$ cat src/pwmt_consts.vh
`ifndef PWMT_CONSTS_VH
`define PWMT_CONSTS_VH
// register byte offsets
`define PWMT_OFS_START      12'h000
`define PWMT_OFS_CTRL       12'h004
`define PWMT_OFS_COUNT      12'h008
`define PWMT_OFS_STATUS     12'h00c
`define PWMT_OFS_IRQ_EN     12'h010
`define PWMT_OFS_IRQ_CTRL   12'h014
`define PWMT_OFS_PERIOD     12'h018
`define PWMT_OFS_A_ACT      12'h01c
`define PWMT_OFS_B_INACT    12'h020
`define PWMT_OFS_B_ACT      12'h024
`define PWMT_OFS_PERIOD_BUF 12'h028
`define PWMT_OFS_A_BUF      12'h02c
`define PWMT_OFS_B_INACT_BUF 12'h030
`define PWMT_OFS_B_ACT_BUF  12'h034
// start register fields
`define PWMT_RUN_BIT        0
`define PWMT_STOP_SEL_BIT   1
// counter control fields
`define PWMT_CSRC_LSB       0
`define PWMT_CLR_LSB        4
`define PWMT_BUF_EN_BIT     8
`define PWMT_ACT_A_BIT      9
`define PWMT_ACT_B_BIT      10
// irq control fields
`define PWMT_IRQ_LVL_LSB    0
`define PWMT_IRQ_REQ_BIT    3
// status flag positions
`define PWMT_ST_MATCH_A     0
`define PWMT_ST_MATCH_B     1
`define PWMT_ST_MATCH_C     2
`define PWMT_ST_MATCH_D     3
`define PWMT_ST_OVF         4
`define PWMT_ST_UDF         5
`define PWMT_NUM_SRC        6
// count source selections
`define PWMT_CS_DIV1        3'h0
`define PWMT_CS_DIV2        3'h1
`define PWMT_CS_DIV4        3'h2
`define PWMT_CS_DIV8        3'h3
`define PWMT_CS_DIV32       3'h4
`define PWMT_CS_EXT         3'h5
`define PWMT_CS_FAST_OSC    3'h6
// clear source selections
`define PWMT_CLR_PERIOD     3'h1
`define PWMT_CLR_B          3'h2
`define PWMT_CLR_SYNC       3'h3
`define PWMT_CLR_C          3'h5
`define PWMT_CLR_D          3'h6
// reset values
`define PWMT_GEN_RESET      16'hffff
`define PWMT_CTRL_RESET     11'h000
`endif

$ cat src/pwmt_irq.v
`timescale 1ns/1ps
`default_nettype none
module pwmt_irq (
	input  wire       pclk,        // bus clock
	input  wire       presetn,     // async reset, low
	input  wire       ce,          // clock enable
	input  wire [5:0] flags,       // timer_status_flags
	input  wire [5:0] enables,     // timer_irq_enable_bits
	output reg        irq_request  // irq_request_flag
);
	// level follows flags; not latched, so a cleared flag withdraws it
	always @(posedge pclk or negedge presetn) begin
		if (!presetn) begin
			irq_request <= 1'b0;
		end else if (ce) begin
			irq_request <= |(flags & enables);
		end
	end
endmodule
`default_nettype wire

$ cat src/pwmt_tick.v
`timescale 1ns/1ps
`default_nettype none
`include "pwmt_consts.vh"
module pwmt_tick (
	input  wire       pclk,           // base_clock
	input  wire       presetn,        // async reset, low
	input  wire       ce,             // clock enable
	input  wire [2:0] sel,            // count_source_select
	input  wire       ext_clk_in,     // external count pin
	input  wire       fast_osc_clock, // fast on-chip oscillator
	output reg        tick            // one-cycle count pulse
);
	reg [4:0] div_reg;
	reg [1:0] ext_sync_reg;
	reg [1:0] osc_sync_reg;
	reg       ext_prev_reg;
	reg       osc_prev_reg;
	reg       tick_next;
	// two-stage synchronisers; only the second stage is looked at
	always @(posedge pclk or negedge presetn) begin
		if (!presetn) begin
			ext_sync_reg <= 2'h0;
			osc_sync_reg <= 2'h0;
			ext_prev_reg <= 1'b0;
			osc_prev_reg <= 1'b0;
			div_reg      <= 5'h00;
		end else if (ce) begin
			ext_sync_reg <= {ext_sync_reg[0], ext_clk_in};
			osc_sync_reg <= {osc_sync_reg[0], fast_osc_clock};
			ext_prev_reg <= ext_sync_reg[1];
			osc_prev_reg <= osc_sync_reg[1];
			div_reg      <= div_reg + 5'h01;
		end
	end
	// fast osc is edge-sampled, so it must run below half of pclk
	always @* begin
		case (sel)
			`PWMT_CS_DIV1:     tick_next = 1'b1;
			`PWMT_CS_DIV2:     tick_next = (div_reg[0] == 1'b1);
			`PWMT_CS_DIV4:     tick_next = (div_reg[1:0] == 2'h3);
			`PWMT_CS_DIV8:     tick_next = (div_reg[2:0] == 3'h7);
			`PWMT_CS_DIV32:    tick_next = (div_reg == 5'h1f);
			`PWMT_CS_EXT:      tick_next = ext_sync_reg[1] & ~ext_prev_reg;
			`PWMT_CS_FAST_OSC: tick_next = osc_sync_reg[1] & ~osc_prev_reg;
			default:           tick_next = 1'b0;
		endcase
	end
	always @(posedge pclk or negedge presetn) begin
		if (!presetn) begin
			tick <= 1'b0;
		end else if (ce) begin
			tick <= tick_next;
		end
	end
endmodule
`default_nettype wire

$ cat src/pwmt_top.v
// Behaviour
// six status sources per channel merge into one request, level and vector; code gives request and level only, no vector
// request is set while any status flag and its enable are both 1
// request drops when no flag/enable pair is set; nothing is latched
// request stays 1 while another enabled source still holds
// software finds the cause by reading the status flags
// flags never self-clear; software writes 0 to clear each one
// with stop select 0, writing run 0 is ignored
// with stop select 0, software writes run 0 when changing other bits
// stop needs stop select set first; setting both at once does not stop
// stop select 1: run 0 stops counter, outputs hold their level
// stop select 0: counter stops after the period clear, outputs hold
// counter clear beats a simultaneous software counter write
// clear source field decodes 001,010,011,101,110
// software waits briefly between writing and reading back
// software changes count source only while stopped
// software waits two base clocks before stopping the fast osc
// count source 110 selects the fast oscillator clock
// software updates period and points through buffer registers only
// counter clears on period match, period is value plus one
// outputs go active at their active-point match
// A width is period minus point, B width is inactive minus active
// buffering on: period match copies four buffers into four registers
// compare matches and overflow raise status flags
// counter increments per tick while running; outputs drop at inactive match
`timescale 1ns/1ps
`default_nettype none
`include "pwmt_consts.vh"
module pwmt_top (
	input  wire        pclk,           // apb clock, base clock
	input  wire        presetn,        // async reset, low
	input  wire        ce,             // clock enable
	input  wire        psel,           // apb select
	input  wire        penable,        // apb enable
	input  wire        pwrite,         // apb direction
	input  wire [11:0] paddr,          // apb byte address
	input  wire [31:0] pwdata,         // apb write data
	output reg  [31:0] prdata,         // apb read data
	output reg         pready,         // apb ready
	output reg         pslverr,        // apb error, unmapped address
	input  wire        ext_clk_in,     // external count source pin
	input  wire        fast_osc_clock, // fast oscillator clock
	input  wire        sync_clear_in,  // synchronous clear from peer channel
	output reg         pwm_out_a,      // pwm output a
	output reg         pwm_out_b,      // pwm output b
	output reg         irq_request,    // irq request flag
	output reg  [2:0]  irq_level       // irq priority level
);
	reg        run_reg;
	reg        stop_sel_reg;
	reg [10:0] ctrl_reg;
	reg [15:0] count_reg;
	reg [5:0]  flags_reg;
	reg [5:0]  irq_en_reg;
	reg [2:0]  irq_lvl_reg;
	reg [15:0] period_reg;
	reg [15:0] a_act_reg;
	reg [15:0] b_inact_reg;
	reg [15:0] b_act_reg;
	reg [15:0] period_buf_reg;
	reg [15:0] a_buf_reg;
	reg [15:0] b_inact_buf_reg;
	reg [15:0] b_act_buf_reg;
	reg        a_on_reg;
	reg        b_on_reg;
	reg [1:0]  sclr_sync_reg;
	reg        run_next;
	reg [15:0] count_next;
	reg [31:0] rd_next;
	reg        hit;
	reg        clr_hit;
	wire       tick;
	wire       irq_w;
	wire       wr_done;
	wire [2:0] clr_sel;
	wire       match_a;
	wire       match_b;
	wire       match_c;
	wire       match_d;
	wire       match_aa;
	wire       match_ba;
	wire       step;
	wire [5:0] flag_set;

	// count source pulse
	pwmt_tick u_tick (
		.pclk           (pclk),
		.presetn        (presetn),
		.ce             (ce),
		.sel            (ctrl_reg[`PWMT_CSRC_LSB +: 3]),
		.ext_clk_in     (ext_clk_in),
		.fast_osc_clock (fast_osc_clock),
		.tick           (tick)
	);

	// channel interrupt aggregation
	pwmt_irq u_irq (
		.pclk        (pclk),
		.presetn     (presetn),
		.ce          (ce),
		.flags       (flags_reg),
		.enables     (irq_en_reg),
		.irq_request (irq_w)
	);

	// one wait state: pready rises in the second access cycle
	assign wr_done = psel & penable & pready & pwrite;
	assign clr_sel = ctrl_reg[`PWMT_CLR_LSB +: 3];
	assign step    = run_reg & tick;

	// compare points, checked only on a count step
	assign match_a  = step & (count_reg == period_reg);
	assign match_b  = step & (count_reg == b_inact_reg);
	assign match_c  = step & (count_reg == period_buf_reg);
	assign match_d  = step & (count_reg == b_inact_buf_reg);
	assign match_aa = step & (count_reg == a_act_reg);
	assign match_ba = step & (count_reg == b_act_reg);

	// hardware flag events; bit 5 has no source in this mode
	assign flag_set = {1'b0, step & (count_reg == 16'hffff),
		match_d, match_c, match_b, match_a};

	// peer clear arrives from outside, so it is synchronised
	always @(posedge pclk or negedge presetn) begin
		if (!presetn) begin
			sclr_sync_reg <= 2'h0;
		end else if (ce) begin
			sclr_sync_reg <= {sclr_sync_reg[0], sync_clear_in};
		end
	end

	// clear source decode
	always @* begin
		case (clr_sel)
			`PWMT_CLR_PERIOD: clr_hit = match_a;
			`PWMT_CLR_B:      clr_hit = match_b;
			`PWMT_CLR_SYNC:   clr_hit = run_reg & sclr_sync_reg[1];
			`PWMT_CLR_C:      clr_hit = match_c;
			`PWMT_CLR_D:      clr_hit = match_d;
			default:          clr_hit = 1'b0;
		endcase
	end

	// counter next value; a clear always beats a bus write
	always @* begin
		count_next = count_reg;
		if (step) begin
			count_next = count_reg + 16'h0001;
		end
		if (wr_done && paddr == `PWMT_OFS_COUNT) begin
			count_next = pwdata[15:0];
		end
		if (clr_hit) begin
			count_next = 16'h0000;
		end
		// auto-stop always lands on zero, whatever the clear source
		if (!stop_sel_reg && match_a) begin
			count_next = 16'h0000;
		end
	end

	// run bit: a zero write only counts if stop select was already 1
	always @* begin
		run_next = run_reg;
		if (wr_done && paddr == `PWMT_OFS_START) begin
			if (pwdata[`PWMT_RUN_BIT]) begin
				run_next = 1'b1;
			end else if (stop_sel_reg) begin
				run_next = 1'b0;
			end
			// old stop select 0: zero write ignored
		end
		if (!stop_sel_reg && match_a) begin
			run_next = 1'b0;
		end
	end

	// counter, start and run state
	always @(posedge pclk or negedge presetn) begin
		if (!presetn) begin
			count_reg    <= 16'h0000;
			run_reg      <= 1'b0;
			stop_sel_reg <= 1'b0;
		end else if (ce) begin
			count_reg <= count_next;
			run_reg   <= run_next;
			if (wr_done && paddr == `PWMT_OFS_START) begin
				stop_sel_reg <= pwdata[`PWMT_STOP_SEL_BIT];
			end
		end
	end

	// flags: hardware set wins over a software zero in the same cycle
	always @(posedge pclk or negedge presetn) begin
		if (!presetn) begin
			flags_reg <= 6'h00;
		end else if (ce) begin
			if (wr_done && paddr == `PWMT_OFS_STATUS) begin
				flags_reg <= (flags_reg & pwdata[5:0]) | flag_set;
			end else begin
				flags_reg <= flags_reg | flag_set;
			end
		end
	end

	// control, enables and general registers
	always @(posedge pclk or negedge presetn) begin
		if (!presetn) begin
			ctrl_reg        <= `PWMT_CTRL_RESET;
			irq_en_reg      <= 6'h00;
			irq_lvl_reg     <= 3'h0;
			period_reg      <= `PWMT_GEN_RESET;
			a_act_reg       <= `PWMT_GEN_RESET;
			b_inact_reg     <= `PWMT_GEN_RESET;
			b_act_reg       <= `PWMT_GEN_RESET;
			period_buf_reg  <= `PWMT_GEN_RESET;
			a_buf_reg       <= `PWMT_GEN_RESET;
			b_inact_buf_reg <= `PWMT_GEN_RESET;
			b_act_buf_reg   <= `PWMT_GEN_RESET;
		end else if (ce) begin
			if (wr_done) begin
				case (paddr)
					`PWMT_OFS_CTRL:        ctrl_reg        <= pwdata[10:0];
					`PWMT_OFS_IRQ_EN:      irq_en_reg      <= pwdata[5:0];
					`PWMT_OFS_IRQ_CTRL:    irq_lvl_reg     <= pwdata[2:0];
					`PWMT_OFS_PERIOD:      period_reg      <= pwdata[15:0];
					`PWMT_OFS_A_ACT:       a_act_reg       <= pwdata[15:0];
					`PWMT_OFS_B_INACT:     b_inact_reg     <= pwdata[15:0];
					`PWMT_OFS_B_ACT:       b_act_reg       <= pwdata[15:0];
					`PWMT_OFS_PERIOD_BUF:  period_buf_reg  <= pwdata[15:0];
					`PWMT_OFS_A_BUF:       a_buf_reg       <= pwdata[15:0];
					`PWMT_OFS_B_INACT_BUF: b_inact_buf_reg <= pwdata[15:0];
					`PWMT_OFS_B_ACT_BUF:   b_act_buf_reg   <= pwdata[15:0];
					default: ;
				endcase
			end
			// buffer transfer at the period boundary overrides a direct write
			if (match_a && ctrl_reg[`PWMT_BUF_EN_BIT]) begin
				period_reg  <= period_buf_reg;
				a_act_reg   <= a_buf_reg;
				b_inact_reg <= b_inact_buf_reg;
				b_act_reg   <= b_act_buf_reg;
			end
		end
	end

	// waveform state; frozen while stopped, so levels hold
	always @(posedge pclk or negedge presetn) begin
		if (!presetn) begin
			a_on_reg <= 1'b0;
			b_on_reg <= 1'b0;
		end else if (ce) begin
			if (match_a) begin
				a_on_reg <= 1'b0;
			end else if (match_aa) begin
				a_on_reg <= 1'b1;
			end
			if (match_b) begin
				b_on_reg <= 1'b0;
			end else if (match_ba) begin
				b_on_reg <= 1'b1;
			end
		end
	end

	// pins: active level per output, inactive is its inverse
	always @(posedge pclk or negedge presetn) begin
		if (!presetn) begin
			pwm_out_a <= 1'b0;
			pwm_out_b <= 1'b0;
		end else if (ce) begin
			pwm_out_a <= ~(a_on_reg ^ ctrl_reg[`PWMT_ACT_A_BIT]);
			pwm_out_b <= ~(b_on_reg ^ ctrl_reg[`PWMT_ACT_B_BIT]);
		end
	end

	// irq pins; request lags its sources by two cycles
	always @(posedge pclk or negedge presetn) begin
		if (!presetn) begin
			irq_request <= 1'b0;
			irq_level   <= 3'h0;
		end else if (ce) begin
			irq_request <= irq_w;
			irq_level   <= irq_lvl_reg;
		end
	end

	// read mux
	always @* begin
		rd_next = 32'h0000_0000;
		case (paddr)
			`PWMT_OFS_START:       rd_next = {30'h0, stop_sel_reg, run_reg};
			`PWMT_OFS_CTRL:        rd_next = {21'h0, ctrl_reg};
			`PWMT_OFS_COUNT:       rd_next = {16'h0, count_reg};
			`PWMT_OFS_STATUS:      rd_next = {26'h0, flags_reg};
			`PWMT_OFS_IRQ_EN:      rd_next = {26'h0, irq_en_reg};
			`PWMT_OFS_IRQ_CTRL:    rd_next = {28'h0, irq_w, irq_lvl_reg};
			`PWMT_OFS_PERIOD:      rd_next = {16'h0, period_reg};
			`PWMT_OFS_A_ACT:       rd_next = {16'h0, a_act_reg};
			`PWMT_OFS_B_INACT:     rd_next = {16'h0, b_inact_reg};
			`PWMT_OFS_B_ACT:       rd_next = {16'h0, b_act_reg};
			`PWMT_OFS_PERIOD_BUF:  rd_next = {16'h0, period_buf_reg};
			`PWMT_OFS_A_BUF:       rd_next = {16'h0, a_buf_reg};
			`PWMT_OFS_B_INACT_BUF: rd_next = {16'h0, b_inact_buf_reg};
			`PWMT_OFS_B_ACT_BUF:   rd_next = {16'h0, b_act_buf_reg};
			default:               rd_next = 32'h0000_0000;
		endcase
	end

	// only listed offsets answer, so a gap in the map is refused too
	always @* begin
		case (paddr)
			`PWMT_OFS_START,
			`PWMT_OFS_CTRL,
			`PWMT_OFS_COUNT,
			`PWMT_OFS_STATUS,
			`PWMT_OFS_IRQ_EN,
			`PWMT_OFS_IRQ_CTRL,
			`PWMT_OFS_PERIOD,
			`PWMT_OFS_A_ACT,
			`PWMT_OFS_B_INACT,
			`PWMT_OFS_B_ACT,
			`PWMT_OFS_PERIOD_BUF,
			`PWMT_OFS_A_BUF,
			`PWMT_OFS_B_INACT_BUF,
			`PWMT_OFS_B_ACT_BUF: hit = 1'b1;
			default:             hit = 1'b0;
		endcase
	end

	// apb slave: one wait cycle, data and error registered with pready
	always @(posedge pclk or negedge presetn) begin
		if (!presetn) begin
			pready  <= 1'b0;
			prdata  <= 32'h0000_0000;
			pslverr <= 1'b0;
		end else if (ce) begin
			pready  <= psel & penable & ~pready;
			pslverr <= psel & penable & ~pready & ~hit;
			if (psel && penable && !pready && !pwrite) begin
				prdata <= rd_next;
			end
		end
	end
endmodule
`default_nettype wire

$ cat config.mk
export PLATFORM = sky130hd
export DESIGN_NAME = pwmt_top
export DESIGN_NICKNAME = d
export VERILOG_FILES = /design/src/pwmt_irq.v /design/src/pwmt_tick.v /design/src/pwmt_top.v
export VERILOG_INCLUDE_DIRS = /design/src
export SDC_FILE = /design/constraint.sdc
export NUM_CORES = 1
export LEC_CHECK = 0
export ABC_CLOCK_PERIOD_IN_PS = 3000
export BUFFER_PORTS_ARGS = -buffer_cell sky130_fd_sc_hd__buf_2
export CAP_MARGIN = 20
export CORE_ASPECT_RATIO = 1.25
export CORE_MARGIN = 8
export CORE_UTILIZATION = 61
export CTS_CLUSTER_DIAMETER = 200
export CTS_CLUSTER_SIZE = 16
export DETAILED_ROUTE_END_ITERATION = 10
export HOLD_SLACK_MARGIN = 0.08
export PLACE_DENSITY = 0.93
export RECOVER_POWER = 25
export SLEW_MARGIN = 0
export SYNTH_ARGS = -nofsm -noshare
export SYNTH_HDL_FRONTEND = slang
export SYNTH_HIERARCHICAL = 1
export SYNTH_SLANG_ARGS = --single-unit
$ cat constraint.sdc
create_clock -name pclk -period 3 [get_ports pclk]
set_clock_uncertainty 0.15 [all_clocks]
set_input_delay 0.45 -clock pclk [delete_from_list [all_inputs] [get_ports pclk]]
set_output_delay 0.45 -clock pclk [all_outputs]
set_load 0.02 [all_outputs]
==> run metrics <==
Final period util 0.935; share of cells above drive strength 1 0.452; failing checks max-capacitance violations, max-slew violations; worst vdd ir 0.000448 V; GRT Util Overall 0.307; Mapped Avg Cell Area 11.4 um^2; post-DP HPWL 27.9 mm; Distinct cells, synth 70; Max Cap Violations 1; Int Power 4.15 mW; H-tree depth 1; WS Path Type reg2reg; initial antenna violation count 0; CP Data Required Time 3.26 ns; Seq pwr share 0.544; Fillers 1426; critical path startpoint category register; ant diodes 0; Tot Pwr 5.48 mW; Gate power share 0.070; Setup WS pre-CTS -0.0202 ns; Rows 58; worst-margin pin slew 1.51 ns; DIE AREA 25400 um^2; Synth async-reset ratio 1.00; Worst-Skew Late Latency 0.49 ns; post-CTS setup repair buffer count 0; clock share of power 0.386; LEAKAGE 5.63 nW; status complete, but fails checks; Inserted Clock Buffers 17; vias in the first global route 9973; DR pass1 iterations 6; Final Hold Fails 0; port bufs 60; CTS Buffer Depth 3; post-synthesis cell area 12500 um^2; global route overflow 0; Arrival @ worst endpoint 3.07 ns; largest net degree at the start of global routing 58; grt peak-use layer met2; # IOs 93; CTS sink count 213; Crit Path Max Fanout 27; Post-synth top flop dfstp_2; Final ANT Viol Nets 0; Final Max Tran Viols 47; Max-slew headroom -0.00417; routability cong. 0.992; number of enable flip-flop cells after synthesis 0; DRC Markers 0; final net count 1224; fmax 356 MHz; First DRT Iteration DRCs 1255; pwr/cell area 393 nW/um^2; DR WL/cell 27.0 um; sequential share of the synthesized area 0.438; total routed wirelength 39.0 mm; die width 144 um; met1 Track Usage GR 0.402; first-pass GRT wire length 59.7 mm; core area 20200 um^2; synthesized instance count 1100; CTS root buf clkbuf_16; met3 Use GR 0.0416; initial core utilization 0.621; Sequential cell area 5490 um^2; #FFs+latches synth 213; height of the die 176 um; Vias 10.1k; Worst Slack Setup Final 0.194 ns; Area Growth Syn to Fin 11.2%; Worst setup EP type register; most common cell after layout, fill and taps aside mux2_2; Reg clk slew, reported paths 0.08 ns; most frequent cells in the layout 227 x mux2_2, 128 x dfstp_2, 85 x dfrtp_1; RSZ-0062 raised after global routing no; grt met2 use 0.492; Worst Hold Class in2reg; DR vias/cell 7.01; CTS tree built; yosys warns 6; final design instance area without fill 13900 um^2; switching share of power 0.243; Multi-input gate area 6500 um^2; DP Area 13500 um^2; Sw Pwr 1.33 mW; minimum clock period 2.81 ns; endpoints failing setup 0
-- per-stage QoR --
step | TNS, ns | hold slack [ns] | util | instances
6_report | 0 | 0.127 | 0.691 | 1446
2_1_floorplan | 0 | 0.00441 | - | 1115
3_5_place_dp | -0.139 | 0.317 | 0.667 | 1414
5_1_grt | 0 | 0.136 | 0.691 | 1446
4_1_cts | 0 | 0.112 | 0.693 | 1446
3_3_place_gp | 0 | 0.303 | 0.667 | 1414
-- worst paths after layout --
kind                       cells after the start         startpoint  slack [ns]           endpoint
min                                            3            penable        0.13             pready
max reg2reg                                    8      period_reg[8]        0.19    b_inact_reg[11]
max                                            8      period_reg[8]        0.19    b_inact_reg[11]
max in group asynchronous                      3            presetn        0.43           a_on_reg
min in group asynchronous                      2            presetn        0.72           b_on_reg
min reg2reg                                    1  u_tick/div_reg[3]        0.32  u_tick/div_reg[3]
-- per-layer routing --
layer,vias to the layer above,share of wire
li1,4232,-
met1,5065,0.38
met2,683,0.47
met3,150,0.095
met4,0,0.057
met5,-,0
-- cells by family (layout without fill, tap and decap cells) --
| kind of cell | Yosys count | in the layout | share of synthesized area |
|---|---|---|---|
| adders and majority gates | 4 | 4 | 0.00399 |
| and+or+nand+nor | 250 | 250 | 0.123 |
| xor gates and xnor gates | 95 | 95 | 0.0664 |
| buffers and inverters | 117 | 178 | 0.0487 |
| muxes | 230 | 230 | 0.207 |
| other | 1 | 16 | 0.000299 |
| DFF | 213 | 213 | 0.438 |
| AOI/OAI and AO/OA | 190 | 190 | 0.113 |
-- final cells by class --
class                      count  area share
inverter                      14     0.00377
timing repair buffer         136      0.0775
multi-input combinational    785       0.466
tap                          270      0.0242
clock buffer                  27      0.0332
sequential                   213       0.394
clock inverter                 1     0.00117
-- critical path, cell delays in order (launching register included) --
cell and delay [ns]:
dfstp_2 0.58, xnor2_1 0.18, nand2_1 0.08, nor4_1 0.41, and3_2 0.29, buf_12 0.21, buf_12 0.20, mux2_2 0.34
mux2_2 0.27
-- Yosys cell counts, types with 8 or more instances --
library cell | instances | area [um^2]
nand2_1 | 48 | 180
xor2_1 | 21 | 184
a22o_1 | 17 | 149
a21oi_1 | 18 | 90.1
clkbuf_1 | 34 | 128
o221ai_1 | 9 | 78.8
mux2_2 | 228 | 2570
xnor2_1 | 74 | 648
nand4_1 | 40 | 250
a221oi_1 | 18 | 158
dfstp_2 | 128 | 3360
inv_1 | 14 | 52.6
nor2_1 | 14 | 52.6
buf_2 | 38 | 190
nor4_4 | 8 | 170
nand3_1 | 31 | 155
nor4_1 | 21 | 131
o21ai_0 | 23 | 115
a22oi_1 | 47 | 353
and3_1 | 13 | 81.3
buf_4 | 22 | 165
nor3_1 | 22 | 110
dfrtp_1 | 85 | 2130
o21ai_1 | 9 | 45.0
-- power groups by stage --
stage               clock network, mW  registers, mW  logic, mW
finish                           2.11           2.98      0.385
global route                     2.24           2.99      0.418
CTS                              2.14           2.98      0.388
detailed placement                  0           3.03      0.372
global placement                    0           3.02      0.355
floorplan                           0           3.02      0.224
-- timing repair --
action	in CTS	in global routing
endpoints found under the hold margin	32	0
resized for setup	0	0
hold buffers	4	0
No activity file was read; power rests on OpenSTA's default activity.
